[config.mk]
export PLATFORM = sky130hd
export DESIGN_NAME = cid_node_flat
export DESIGN_NICKNAME = d
export VERILOG_FILES = /design/src/pkg/cid_pkg.sv /design/src/pkg/cid_link_if.sv /design/src/core/cid_skid.sv /design/src/core/cid_node.sv /design/src/flat_wrapper.sv
export VERILOG_INCLUDE_DIRS = /design/src /design/src/pkg
export SDC_FILE = /design/constraint.sdc
export NUM_CORES = 1
export LEC_CHECK = 0
export BUFFER_PORTS_ARGS = -buffer_cell sky130_fd_sc_hd__buf_2
export CAP_MARGIN = 15
export CORE_ASPECT_RATIO = 0.5
export CORE_MARGIN = 2
export CORE_UTILIZATION = 65
export DETAILED_ROUTE_END_ITERATION = 10
export PLACE_DENSITY = 0.86
export SLEW_MARGIN = 20
export SYNTH_ARGS = -nofsm -noshare
export SYNTH_HDL_FRONTEND = slang
export SYNTH_SLANG_ARGS = --single-unit
[constraint.sdc]
create_clock -name mclk -period 29.6 [get_ports mclk]
set_input_delay 5.92 -clock mclk [delete_from_list [all_inputs] [get_ports mclk]]
set_output_delay 5.92 -clock mclk [all_outputs]
set_load 0.01 [all_outputs]
[src/pkg/cid_consts.svh]
// constants for the identifier classifier: ids, field positions, timing
`ifndef CID_CONSTS_SVH
`define CID_CONSTS_SVH
`define CID_ID_W 11
`define CID_FC_HI 10
`define CID_FC_LO 7
`define CID_NODE_HI 6
`define CID_NMT_ID 11'h000
`define CID_SYNC_ID 11'h080
`define CID_FC_EMCY 4'h1
`define CID_FC_TPDO1 4'h3
`define CID_FC_RPDO1 4'h4
`define CID_FC_TPDO2 4'h5
`define CID_FC_RPDO2 4'h6
`define CID_FC_TPDO3 4'h7
`define CID_FC_RPDO3 4'h8
`define CID_FC_TPDO4 4'h9
`define CID_FC_RPDO4 4'ha
`define CID_FC_TSDO 4'hb
`define CID_FC_RSDO 4'hc
`define CID_FC_GUARD 4'he
`define CID_NODE_MIN 7'h01
`define CID_NODE_MAX 7'h7f
`define CID_SDO_RD 8'h40
`define CID_SDO_WR 8'h23
`define CID_SDO_RD_ACK 8'h43
`define CID_SDO_WR_ACK 8'h60
`define CID_GUARD_MS 100
`define CID_CLK_KHZ 25000
`define CID_GUARD_CYC (`CID_GUARD_MS * `CID_CLK_KHZ)
`endif

[src/pkg/cid_pkg.sv]
// types shared by both ends of the identifier classifier
package cid_pkg;
  typedef enum logic [3:0] {
    CID_K_NONE, CID_K_NMT, CID_K_SYNC, CID_K_EMCY, CID_K_RPDO, CID_K_TPDO,
    CID_K_RSDO, CID_K_TSDO, CID_K_GUARD
  } cid_kind_t;
  typedef struct packed {
    logic [10:0] id;
    logic ext;
    logic [3:0] dlc;
    logic [63:0] data;
  } cid_frame_t;
  typedef logic [10:0] cid_id_t;
endpackage

[src/pkg/cid_link_if.sv]
// frame link joining the network node and the master side
`timescale 1ns/1ps
interface cid_link_if;
  import cid_pkg::*;
  cid_frame_t m2n_frame;
  logic m2n_valid;
  logic m2n_ready;
  cid_frame_t n2m_frame;
  logic n2m_valid;
  logic n2m_ready;
  modport node (input m2n_frame, input m2n_valid, output m2n_ready,
                output n2m_frame, output n2m_valid, input n2m_ready);
  modport master (output m2n_frame, output m2n_valid, input m2n_ready,
                  input n2m_frame, input n2m_valid, output n2m_ready);
endinterface

[src/core/cid_skid.sv]
// two-entry buffer with valid/ready on both sides
`timescale 1ns/1ps
module cid_skid #(
  parameter int WIDTH = 80,
  parameter int DEPTH = 2
) (
  input wire logic mclk,
  input wire logic rst,
  input wire logic [WIDTH-1:0] in_data,
  input wire logic in_valid,
  output logic in_ready,
  output logic [WIDTH-1:0] out_data,
  output logic out_valid,
  input wire logic out_ready
);
  logic [WIDTH-1:0] mem_r [DEPTH];
  logic [$clog2(DEPTH)-1:0] wp_r, rp_r;
  logic [$clog2(DEPTH):0] cnt_r;
  wire push = in_valid && in_ready;
  wire pop = out_valid && out_ready;
  assign in_ready = (cnt_r != ($clog2(DEPTH)+1)'(DEPTH));
  assign out_valid = (cnt_r != '0);
  assign out_data = mem_r[rp_r];
  always_ff @(posedge mclk or posedge rst) begin
    if (rst) begin
      wp_r <= '0;
      rp_r <= '0;
      cnt_r <= '0;
    end else begin
      if (push) wp_r <= (wp_r == ($clog2(DEPTH))'(DEPTH-1)) ? '0 : wp_r + 1'b1;
      if (pop) rp_r <= (rp_r == ($clog2(DEPTH))'(DEPTH-1)) ? '0 : rp_r + 1'b1;
      cnt_r <= cnt_r + {{$clog2(DEPTH){1'b0}}, push} - {{$clog2(DEPTH){1'b0}}, pop};
    end
  end
  always_ff @(posedge mclk) begin
    if (push) mem_r[wp_r] <= in_data;
  end
endmodule

[src/core/cid_node.sv]
// network node end: identifier split, classification, sdo server, emcy, guarding
`timescale 1ns/1ps
`include "cid_consts.svh"
module cid_node #(
  parameter int GUARD_CYC = `CID_GUARD_CYC,
  parameter int DICT_DEPTH = 16
) (
  input wire logic mclk,
  input wire logic rst,
  cid_link_if.node link,
  input wire logic [6:0] node_addr,
  input wire logic id_load,
  input wire logic [3:0] id_sel,
  input wire cid_pkg::cid_id_t id_value,
  input wire logic err_event,
  input wire logic [15:0] err_code,
  input wire logic [31:0] tpdo_value,
  output cid_pkg::cid_kind_t rx_kind,
  output logic rx_strobe,
  output logic [31:0] rpdo_value,
  output logic [1:0] rpdo_num,
  output logic [7:0] nmt_state,
  output logic addr_ok
);
  import cid_pkg::*;

  // ==========================================
  // programmable identifier table
  // ==========================================
  // slot 0 emcy, 1..4 tpdo, 5..8 rpdo, 9 sdo tx, 10 sdo rx, 11 guard
  cid_id_t idt_r [12];
  logic [6:0] addr_r;
  wire addr_valid = (node_addr >= `CID_NODE_MIN) && (node_addr <= `CID_NODE_MAX);
  function automatic cid_id_t dflt(input logic [3:0] slot, input logic [6:0] a);
    logic [3:0] fc;
    fc = 4'h0;
    unique case (slot)
      4'h0: fc = `CID_FC_EMCY;
      4'h1: fc = `CID_FC_TPDO1;
      4'h2: fc = `CID_FC_TPDO2;
      4'h3: fc = `CID_FC_TPDO3;
      4'h4: fc = `CID_FC_TPDO4;
      4'h5: fc = `CID_FC_RPDO1;
      4'h6: fc = `CID_FC_RPDO2;
      4'h7: fc = `CID_FC_RPDO3;
      4'h8: fc = `CID_FC_RPDO4;
      4'h9: fc = `CID_FC_TSDO;
      4'ha: fc = `CID_FC_RSDO;
      default: fc = `CID_FC_GUARD;
    endcase
    return {fc, a};
  endfunction
  logic addr_seen_r;
  always_ff @(posedge mclk or posedge rst) begin
    if (rst) begin
      addr_r <= 7'h00;
      addr_seen_r <= 1'b0;
    end else if (!addr_seen_r && addr_valid) begin
      addr_r <= node_addr;
      addr_seen_r <= 1'b1;
    end
  end
  // defaults follow the address once caught, then software may replace them
  genvar g;
  generate
    for (g = 0; g < 12; g++) begin : g_idt
      always_ff @(posedge mclk or posedge rst) begin
        if (rst) idt_r[g] <= 11'h000;
        else if (id_load && id_sel == 4'(g)) idt_r[g] <= id_value;
        else if (!addr_seen_r && addr_valid) idt_r[g] <= dflt(4'(g), node_addr);
      end
    end
  endgenerate

  // ==========================================
  // receive classification
  // ==========================================
  cid_frame_t rf;
  logic rq_valid, rq_ready;
  cid_skid #(.WIDTH($bits(cid_frame_t)), .DEPTH(2)) u_rxbuf (
    .mclk(mclk), .rst(rst),
    .in_data(link.m2n_frame), .in_valid(link.m2n_valid), .in_ready(link.m2n_ready),
    .out_data(rf), .out_valid(rq_valid), .out_ready(rq_ready)
  );
  wire [3:0] rx_fc = rf.id[`CID_FC_HI:`CID_FC_LO];
  wire [6:0] rx_nd = rf.id[`CID_NODE_HI:0];
  wire rx_std = !rf.ext;
  wire hit_nmt = rx_std && rf.id == `CID_NMT_ID;
  wire hit_sync = rx_std && rf.id == `CID_SYNC_ID;
  wire hit_sdo = rx_std && rf.id == idt_r[10];
  wire [1:0] rp_idx = (rf.id == idt_r[6]) ? 2'd1 : (rf.id == idt_r[7]) ? 2'd2 :
                      (rf.id == idt_r[8]) ? 2'd3 : 2'd0;
  wire hit_rpdo = rx_std && (rf.id == idt_r[5] || rf.id == idt_r[6] || rf.id == idt_r[7] || rf.id == idt_r[8]);
  wire nmt_mine = (rf.data[15:8] == 8'h00) || (rf.data[15:8] == {1'b0, addr_r});
  wire hit_any = addr_seen_r && (hit_nmt || hit_sync || hit_sdo || hit_rpdo);
  wire [7:0] sdo_cmd = rf.data[7:0];
  wire [15:0] sdo_idx = rf.data[23:8];
  wire [$clog2(DICT_DEPTH)-1:0] dsel = sdo_idx[$clog2(DICT_DEPTH)-1:0];
  wire operational = (nmt_state == 8'h05);

  // ==========================================
  // transmit arbitration
  // ==========================================
  typedef enum logic [1:0] {CID_S_IDLE, CID_S_SEND} cid_tx_st_t;
  cid_tx_st_t tx_st_r;
  logic tx_busy;
  logic emcy_pend_r, sync_pend_r, sdo_pend_r, guard_pend_r;
  logic [15:0] emcy_code_r;
  cid_frame_t sdo_resp_r, tx_frame_r;
  logic [31:0] dict_r [DICT_DEPTH];
  logic [$clog2(GUARD_CYC+1)-1:0] guard_cnt_r;
  logic toggle_r;
  assign tx_busy = (tx_st_r == CID_S_SEND);
  // sdo takes a request only when its answer slot is free: back-pressure
  assign rq_ready = !(hit_sdo && sdo_pend_r);
  wire take = rq_valid && rq_ready && hit_any;
  wire guard_tick = (guard_cnt_r == '0);
  wire load_tx = !tx_busy;
  wire pick_emcy = emcy_pend_r;
  wire pick_sync = !pick_emcy && sync_pend_r;
  wire pick_sdo = !pick_emcy && !pick_sync && sdo_pend_r;
  wire pick_guard = !pick_emcy && !pick_sync && !pick_sdo && guard_pend_r;
  wire pick_any = pick_emcy || pick_sync || pick_sdo || pick_guard;

  always_ff @(posedge mclk or posedge rst) begin
    if (rst) begin
      nmt_state <= 8'h00;
      rx_kind <= CID_K_NONE;
      rx_strobe <= 1'b0;
      rpdo_value <= 32'h0;
      rpdo_num <= 2'd0;
      addr_ok <= 1'b0;
    end else begin
      addr_ok <= addr_seen_r;
      rx_strobe <= take;
      if (take) rx_kind <= hit_nmt ? CID_K_NMT : hit_sync ? CID_K_SYNC : hit_sdo ? CID_K_RSDO : CID_K_RPDO;
      if (!addr_seen_r && addr_valid) nmt_state <= 8'h7f;
      if (take && hit_nmt && nmt_mine) nmt_state <= rf.data[7:0];
      if (take && hit_rpdo && !hit_nmt && !hit_sync && !hit_sdo && operational) begin
        rpdo_value <= rf.data[31:0];
        rpdo_num <= rp_idx;
      end
    end
  end

  always_ff @(posedge mclk or posedge rst) begin
    if (rst) begin
      emcy_pend_r <= 1'b0;
      sync_pend_r <= 1'b0;
      sdo_pend_r <= 1'b0;
      guard_pend_r <= 1'b0;
      emcy_code_r <= 16'h0;
      guard_cnt_r <= '0;
      toggle_r <= 1'b0;
      tx_st_r <= CID_S_IDLE;
      sdo_resp_r <= '0;
      tx_frame_r <= '0;
    end else begin
      guard_cnt_r <= guard_tick ? ($bits(guard_cnt_r))'(GUARD_CYC - 1) : guard_cnt_r - 1'b1;
      // set wins over the clear taken by the transmitter
      emcy_pend_r <= (emcy_pend_r && !(load_tx && pick_emcy)) || (err_event && addr_seen_r);
      if (err_event) emcy_code_r <= err_code;
      sync_pend_r <= (sync_pend_r && !(load_tx && pick_sync)) || (take && hit_sync && operational);
      guard_pend_r <= (guard_pend_r && !(load_tx && pick_guard)) || (guard_tick && addr_seen_r);
      if (take && hit_sdo && !hit_nmt && !hit_sync) begin
        sdo_pend_r <= 1'b1;
        sdo_resp_r.id <= idt_r[9];
        sdo_resp_r.ext <= 1'b0;
        sdo_resp_r.dlc <= 4'h8;
        sdo_resp_r.data[31:0] <= {rf.data[31:24], sdo_idx, (sdo_cmd == `CID_SDO_RD) ? `CID_SDO_RD_ACK : `CID_SDO_WR_ACK};
        sdo_resp_r.data[63:32] <= (sdo_cmd == `CID_SDO_RD) ? dict_r[dsel] : 32'h0;
      end else if (load_tx && pick_sdo) begin
        sdo_pend_r <= 1'b0;
      end
      unique case (tx_st_r)
        CID_S_IDLE: if (pick_any) begin
          tx_st_r <= CID_S_SEND;
          if (pick_emcy) tx_frame_r <= '{id: idt_r[0], ext: 1'b0, dlc: 4'h8, data: {48'h0, emcy_code_r}};
          else if (pick_sync) tx_frame_r <= '{id: idt_r[1], ext: 1'b0, dlc: 4'h4, data: {32'h0, tpdo_value}};
          else if (pick_sdo) tx_frame_r <= sdo_resp_r;
          else begin
            tx_frame_r <= '{id: idt_r[11], ext: 1'b0, dlc: 4'h1, data: {56'h0, toggle_r, nmt_state[6:0]}};
            toggle_r <= ~toggle_r;
          end
        end
        CID_S_SEND: if (link.n2m_ready) tx_st_r <= CID_S_IDLE;
      endcase
    end
  end

  // ==========================================
  // dictionary storage
  // ==========================================
  always_ff @(posedge mclk) begin
    if (take && hit_sdo && sdo_cmd == `CID_SDO_WR) dict_r[dsel] <= rf.data[63:32];
  end

  assign link.n2m_valid = tx_busy;
  assign link.n2m_frame = tx_frame_r;
endmodule

[src/flat_wrapper.sv]
// flat-port wrapper written by rule: the top's interface ports become plain ports
module cid_node_flat import cid_pkg::*;
#(
  parameter int GUARD_CYC = `CID_GUARD_CYC,
  parameter int DICT_DEPTH = 16
)
  (mclk, rst, node_addr, id_load, id_sel, id_value, err_event, err_code, tpdo_value, rx_kind, rx_strobe, rpdo_value, rpdo_num, nmt_state, addr_ok, link_m2n_frame, link_m2n_valid, link_m2n_ready, link_n2m_frame, link_n2m_valid, link_n2m_ready);
  cid_link_if link_i ();
  input wire logic mclk;
  input wire logic rst;
  input wire logic [6:0] node_addr;
  input wire logic id_load;
  input wire logic [3:0] id_sel;
  input wire cid_pkg::cid_id_t id_value;
  input wire logic err_event;
  input wire logic [15:0] err_code;
  input wire logic [31:0] tpdo_value;
  output cid_pkg::cid_kind_t rx_kind;
  output logic rx_strobe;
  output logic [31:0] rpdo_value;
  output logic [1:0] rpdo_num;
  output logic [7:0] nmt_state;
  output logic addr_ok;
  input wire logic [$bits(link_i.m2n_frame)-1:0] link_m2n_frame;
  input wire logic [$bits(link_i.m2n_valid)-1:0] link_m2n_valid;
  output wire logic [$bits(link_i.m2n_ready)-1:0] link_m2n_ready;
  output wire logic [$bits(link_i.n2m_frame)-1:0] link_n2m_frame;
  output wire logic [$bits(link_i.n2m_valid)-1:0] link_n2m_valid;
  input wire logic [$bits(link_i.n2m_ready)-1:0] link_n2m_ready;
  assign link_i.m2n_frame = link_m2n_frame;
  assign link_i.m2n_valid = link_m2n_valid;
  assign link_m2n_ready = link_i.m2n_ready;
  assign link_n2m_frame = link_i.n2m_frame;
  assign link_n2m_valid = link_i.n2m_valid;
  assign link_i.n2m_ready = link_n2m_ready;
  cid_node #(.GUARD_CYC(GUARD_CYC), .DICT_DEPTH(DICT_DEPTH)) u_core (.mclk(mclk), .rst(rst), .link(link_i), .node_addr(node_addr), .id_load(id_load), .id_sel(id_sel), .id_value(id_value), .err_event(err_event), .err_code(err_code), .tpdo_value(tpdo_value), .rx_kind(rx_kind), .rx_strobe(rx_strobe), .rpdo_value(rpdo_value), .rpdo_num(rpdo_num), .nmt_state(nmt_state), .addr_ok(addr_ok));
endmodule
==> impl_metrics.json, run 1 <==
{
  "outcome": "completed",
  "r2r_slack_ns": 24.03,
  "worstPathMaxFanout": 127,
  "synth.cell_area_mm2": 0.0404,
  "die_h_um": 180,
  "grt_pass1_vias": 25700,
  "path_buf_inv": 5,
  "reg2reg_depth": 8,
  "dp.final_hpwl_um": 57900,
  "synth-edff-count": 664,
  "tightest_slew_ns": 1.19,
  "rows": 64,
  "top_layer": "met5",
  "grt.total_usage_pct": 32.9,
  "clock-root-buffer": "clkbuf_16",
  "final_common_cell": "edfxtp_1",
  "gp_congestion": 0.884,
  "drtIter0Drc": 4103,
  "synth_cell_type_count": 60,
  "layout_min_cycle_time_ns": 7.87,
  "yosysSeqAreaShare_pct": 71.1,
  "worstSetupEndpointType": "async pin",
  "drv_slew": 0,
  "cts_htree_levels": 3,
  "wl_met1_um": 38300,
  "clock-sinks": 1014,
  "nets": 3088,
  "rr_endpoint": "u_core.dict_r[3][13]$_DFFE_PP_",
  "post_cts_buffers": 0,
  "ys.flop_type": "edfxtp_1",
  "critical-path-top-delay-family": "buffers and inverters",
  "die_area_mm2": 0.0642,
  "hold_violations": 0,
  "cp_data_arrival_time_ns": 8.50,
  "syn_inst": 2692,
  "slowest_delay_ns": 0.84,
  "synth.avg_cell_area_um2": 15.0,
  "fmax_mhz": 127,
  "path_class": "in -> async",
  "setup_viol": 0,
  "met3_length_um": 11300,
  "p_switching_mw": 1.18,
  "sequentialPowerShare_pct": 47.0,
  "core-area_mm2": 0.0613,
  "fillers": 3372,
  "crit_path_start": "rst",
  "start_kind": "input pin",
  "crit_path_cell_trace": "buf_2 > inv_8 > buf_12 > buf_16 > buf_4",
  "layout_common_cells": "edfxtp_1, nand2_1, dfrtp_1",
  "start_util_pct": 65.9,
  "clockPowerShare_pct": 29.1,
  "r2r-start": "u_core.u_rxbuf.rp_r$_DFFE_PP0P_",
  "layout_setup_ws_ns": 21.73,
  "wl_per_cell_um": 28.6,
  "cts_hold_buf": 0,
  "intPower_mw": 2.64,
  "drtAntennaViolNets": 0,
  "powerDensity_mw_per_mm2": 84.1,
  "pwr-share-comb_pct": 23.9,
  "cp.depth": 5,
  "wl_um": 110000,
  "hold_class": "reg -> reg",
  "timing.final.crit_share_pct": 26.6,
  "vdd_drop_max_mv": 0.0665,
  "avgViaCountPerCell": 6.75,
  "dr_wl_met2_um": 54700,
  "yosys_warnings": 0,
  "swShare_pct": 30.9,
  "cp-endpoint": "u_core.link.n2m_frame[47]$_DFFE_PP0P_",
  "relSlewSlack_pct": 18.1,
  "synthArstFlopShare_pct": 34.5,
  "crit_slowest_cell": "buf_4",
  "num_io_pins": 286,
  "clk_path_buf_depth": 3,
  "p_leak_nw": 17.2,
  "rsz0062_at_grt": "false",
  "die_w_um": 356,
  "port_buffers": 278,
  "syn_to_final_growth_pct": 12.6,
  "antenna_found_initial": 19,
  "drv_cap": 0,
  "grt_max_degree": 188,
  "placed_area_mm2": 0.0426,
  "grt_overflow_total": 0,
  "fin_tns_setup_ns": 0,
  "first_pass_iters": 8,
  "holdWs_ns": 0.474,
  "cts_tree": "yes",
  "vias": 25900,
  "post-place-ws_ns": 21.07,
  "cts_resized": 0,
  "grt_pass1_wl_um": 157000,
  "drive_gt1_share_pct": 23.2,
  "drc": 0,
  "yosys_register_bits": 1014,
  "fin_area_mm2": 0.0454,
  "cts.reportedPaths.clkPinSlew_ns": 0.07,
  "fin_skew_ns": 0.0343,
  "clk_latency_ns": 0.65,
  "cp_data_required_time_ns": 30.23,
  "cts_buffers": 83
}
## stage by stage
| stage | instances | power [mW] | util [%] |
|---|---|---|---|
| 2_1_floorplan | 2694 | 2.43 | - |
| 3_3_place_gp | 3667 | 2.64 | 69.6 |
| 3_5_place_dp | 3667 | 2.69 | 69.6 |
| 4_1_cts | 3822 | 3.78 | 74.0 |
| 5_1_grt | 3842 | 3.94 | 74.2 |
| 6_report | 3842 | 3.82 | 74.2 |
## cell usage after synthesis, drive strengths merged (27+ instances only)
| library cell | count | area, µm² |
|---|---|---|
| a21oi | 123 | 616 |
| a32o | 32 | 320 |
| and3 | 27 | 169 |
| buf | 46 | 248 |
| clkbuf | 130 | 488 |
| dfrtp | 350 | 8760 |
| edfxtp | 664 | 19900 |
| inv | 34 | 128 |
| mux2 | 82 | 923 |
| mux2i | 68 | 796 |
| mux4 | 128 | 2880 |
| nand2 | 407 | 1530 |
| nand3 | 78 | 390 |
| nor2 | 92 | 345 |
| o21ai | 191 | 956 |
| xnor2 | 70 | 613 |
## final cells by class
| class | instances | area [µm²] | share of cell area (%) |
|---|---|---|---|
| Clock buffer | 125 | 2390 | 5.27 |
| Tap cell | 825 | 1030 | 2.27 |
| Multi-Input combinational cell | 1470 | 11000 | 24.3 |
| Inverter | 34 | 135 | 0.297 |
| Sequential cell | 1014 | 28700 | 63.2 |
| Clock inverter | 30 | 275 | 0.606 |
| Timing Repair Buffer | 326 | 1800 | 3.97 |
| Antenna cell | 18 | 45.0 | 0.0991 |
## power groups by stage
stage	registers (mW)	logic, mW	clock network [mW]
floorplan	1.80	0.628	0
global placement	1.81	0.828	0
detailed placement	1.82	0.862	0
CTS	1.80	0.886	1.10
global route	1.81	0.969	1.16
finish	1.80	0.912	1.11
## cell families (layout without fill, tap and decap cells)
group,after synthesis,count (layout),synth area share [%]
flops,1014,1014,71.1
simple gates,691,691,7.44
compound gates,414,414,6.05
mux,278,278,11.4
buf+inv,210,515,2.14
xor+xnor,81,81,1.76
fa+ha+maj,3,3,0.0930
other cells,1,21,0.00929
## metal layers
layer / global-route usage, % / up-vias
met5: 0 / -
met1: 44.2 / 12900
met3: 6.01 / 377
met4: 16.3 / 4
li1: - / 10500
met2: 52.7 / 2146
## worst reg2reg max path, delay by kind of cell, from the launching register on
family	cells	cell delay, ns
muxes	1	0.31
and+or+nand+nor	4	2.20
DFF	1	1.08
buffers and inverters	3	1.62
## sequential cells by signal, summed over array words and instances, names as in the netlist, 7 cells and up
name / flops
u_core.dict_r: 512
u_core.emcy_code_r: 16
u_core.link.n2m_frame: 78
u_core.guard_cnt_r: 22
u_core.rpdo_value: 32
u_core.u_rxbuf.mem_r: 152
u_core.nmt_state: 8
u_core.addr_r: 7
u_core.idt_r: 99
u_core.sdo_resp_r: 70
## how the worst min path moves through the flow
stage,start,to,slack [ns],depth (start not counted)
CTS,u_core.guard_cnt_r[0]$_DFF_PP0_,u_core.guard_cnt_r[0]$_DFF_PP0_,0.48,1
detailed placement,u_core.sdo_resp_r[23]$_DFFE_PP0P_,u_core.sdo_resp_r[23]$_DFFE_PP0P_,0.47,2
finish,u_core.guard_cnt_r[0]$_DFF_PP0_,u_core.guard_cnt_r[0]$_DFF_PP0_,0.47,1
global route,u_core.toggle_r$_DFFE_PP0P_,u_core.toggle_r$_DFFE_PP0P_,0.50,1
global placement,u_core.guard_cnt_r[0]$_DFF_PP0_,u_core.guard_cnt_r[0]$_DFF_PP0_,0.44,1
floorplan,u_core.addr_seen_r$_DFFE_PP0P_,u_core.addr_ok$_DFF_PP0_,0.42,0
(Power assumes the default switching activity.)
==> inputs of run 2 (changes only) <==
--- a/config.mk
+++ b/config.mk
@@ -10,9 +10,9 @@
 export CAP_MARGIN = 15
 export CORE_ASPECT_RATIO = 0.5
 export CORE_MARGIN = 2
-export CORE_UTILIZATION = 65
+export CORE_UTILIZATION = 60
 export DETAILED_ROUTE_END_ITERATION = 10
-export PLACE_DENSITY = 0.86
+export PLACE_DENSITY = 0.8
 export SLEW_MARGIN = 20
 export SYNTH_ARGS = -nofsm -noshare
 export SYNTH_HDL_FRONTEND = slang
==> constraint.sdc (replaced) <==
create_clock -name mclk -period 7.7 [get_ports mclk]
set_input_delay 1.54 -clock mclk [delete_from_list [all_inputs] [get_ports mclk]]
set_output_delay 1.54 -clock mclk [all_outputs]
set_load 0.01 [all_outputs]
==> impl_metrics.json, run 2 (synthesis results as in run 1) <==
{
  "hold_violations": 0,
  "port_buffers": 278,
  "vias": 24900,
  "drc": 0,
  "first_pass_iters": 6,
  "layout_common_cells": "edfxtp_1, nand2_1, dfrtp_1",
  "start_util_pct": 60.5,
  "cts_buffers": 85,
  "cts_hold_buf": 0,
  "grt_overflow_total": 0,
  "drv_cap": 0,
  "timing.final.crit_share_pct": 67.1,
  "layoutNonFillerInstCount": 3924,
  "drtAntennaViolNets": 0,
  "drive_gt1_share_pct": 23.4,
  "relSlewSlack_pct": 24.9,
  "grt_pass1_vias": 25000,
  "holdWs_ns": 0.465,
  "cts_tree": "yes",
  "place_inst": 3748,
  "grt_pass1_wl_um": 153000,
  "wl_um": 101000,
  "fin_skew_ns": 0.0404,
  "outcome": "completed",
  "clk_path_buf_depth": 3,
  "avgViaCountPerCell": 6.33,
  "die_w_um": 371,
  "drtIter0Drc": 3142,
  "dp.final_hpwl_um": 57800,
  "fmax_mhz": 194,
  "start_kind": "flip-flop",
  "fin_tns_setup_ns": 0,
  "p_leak_nw": 17.3,
  "num_io_pins": 286,
  "powerDensity_mw_per_mm2": 324,
  "regArea_mm2": 0.0287,
  "grt.total_usage_pct": 29.5,
  "largest-register": "u_core.dict_r",
  "multi_input_area_mm2": 0.0110,
  "clk_latency_ns": 0.68,
  "cts_htree_levels": 3,
  "layout_min_cycle_time_ns": 5.17,
  "tightest_slew_ns": 1.10,
  "gp_congestion": 0.854,
  "largest_reg_flops": 512,
  "setup_viol": 0,
  "post_cts_buffers": 0,
  "core-area_mm2": 0.0667,
  "final_common_cell": "edfxtp_1",
  "wl_per_cell_um": 25.8,
  "top_regs": "u_core.dict_r: 512 flops, u_core.u_rxbuf.mem_r: 152 flops, u_core.idt_r: 99 flops",
  "worstPathMaxFanout": 21,
  "rows": 67,
  "worstSetupEndpointType": "flip-flop",
  "clock-sinks": 1014,
  "reg2reg_depth": 8,
  "grt_max_degree": 154,
  "cp_data_arrival_time_ns": 5.51,
  "cp_data_required_time_ns": 8.05,
  "hold_class": "reg -> reg",
  "vdd_drop_max_mv": 0.201,
  "fillers": 4245,
  "syn_to_final_growth_pct": 13.4,
  "nets": 3097,
  "die_area_mm2": 0.0695,
  "antenna_found_initial": 19,
  "cts_resized": 0,
  "holdPathStages": 1,
  "path_class": "reg -> reg",
  "cts.reportedPaths.clkPinSlew_ns": 0.07,
  "die_h_um": 187,
  "drv_slew": 0,
  "p_total_mw": 14.8,
  "clock-root-buffer": "clkbuf_16",
  "rsz0062_at_grt": "false"
}
[run 2: cell count changes in the layout (fill, tap and decap cells not counted), sizes merged]
cell / previous run / this run
clkinvlp: 0 / 3
bufinv: 2 / 9
buf: 326 / 333
inv: 40 / 34
diode: 18 / 19
clkbuf: 125 / 122
clkinv: 22 / 23
[run 2: final cells by class]
cell class	instances	share of cell area (%)
inverter	34	0.287
antenna	19	0.104
timing repair buffer	333	4.02
sequential	1014	62.7
clock buffer	122	5.26
clock inverter	35	1.04
multi-input combinational	1470	24.1
tap	897	2.45
[run 2: power breakdown]
group | switching, mW | total (mW) | internal [mW] | leakage [nW]
logic | 2.18 | 3.45 | 1.28 | 5.40
registers | 0.259 | 6.87 | 6.61 | 10.5
clock network | 2.01 | 4.51 | 2.50 | 1.40
[run 2: final timing paths]
path	to	from	slack, ns
worst max-delay path	u_core.dict_r[3][22]$_DFFE_PP_	u_core.u_rxbuf.rp_r$_DFFE_PP0P_	2.54
worst min-delay path	u_core.guard_cnt_r[0]$_DFF_PP0_	u_core.guard_cnt_r[0]$_DFF_PP0_	0.47
worst max register to register	u_core.dict_r[3][22]$_DFFE_PP_	u_core.u_rxbuf.rp_r$_DFFE_PP0P_	2.54
worst min register to register	u_core.guard_cnt_r[0]$_DFF_PP0_	u_core.guard_cnt_r[0]$_DFF_PP0_	0.47
max in group asynchronous	u_core.link.n2m_frame[44]$_DFFE_PP0P_	rst	5.12
min in group asynchronous	u_core.link.n2m_frame[21]$_DFFE_PP0P_	rst	1.09
[run 2: stage by stage]
step           instance area [µm²]  setup slack, ns  utilization (%)
6_report                     45800             2.54             68.6
5_1_grt                      45800             2.37             68.6
4_1_cts                      45700             2.15             68.5
3_5_place_dp                 42800             2.23             64.2
3_3_place_gp                 42800             2.37             64.2
2_1_floorplan                40400             1.47                -
[run 2: per-layer routing]
layer	GRT usage [%]	up-vias	share of wire [%]
met2	47.0	1410	49
li1	-	10500	-
met1	40.6	12700	39
met3	5.90	229	8.6
met5	0	-	0
met4	11.8	0	3.4
[run 2: worst max-delay path: stages, from the launching register on]
cell	delay, ns
dfrtp_4	0.76
mux2i_4	0.48
xnor2_1	0.13
nor4_1	0.56
nand3_1	0.38
nor4_2	0.73
nand3_1	0.44
nor3_2	0.95
buf_4	0.40
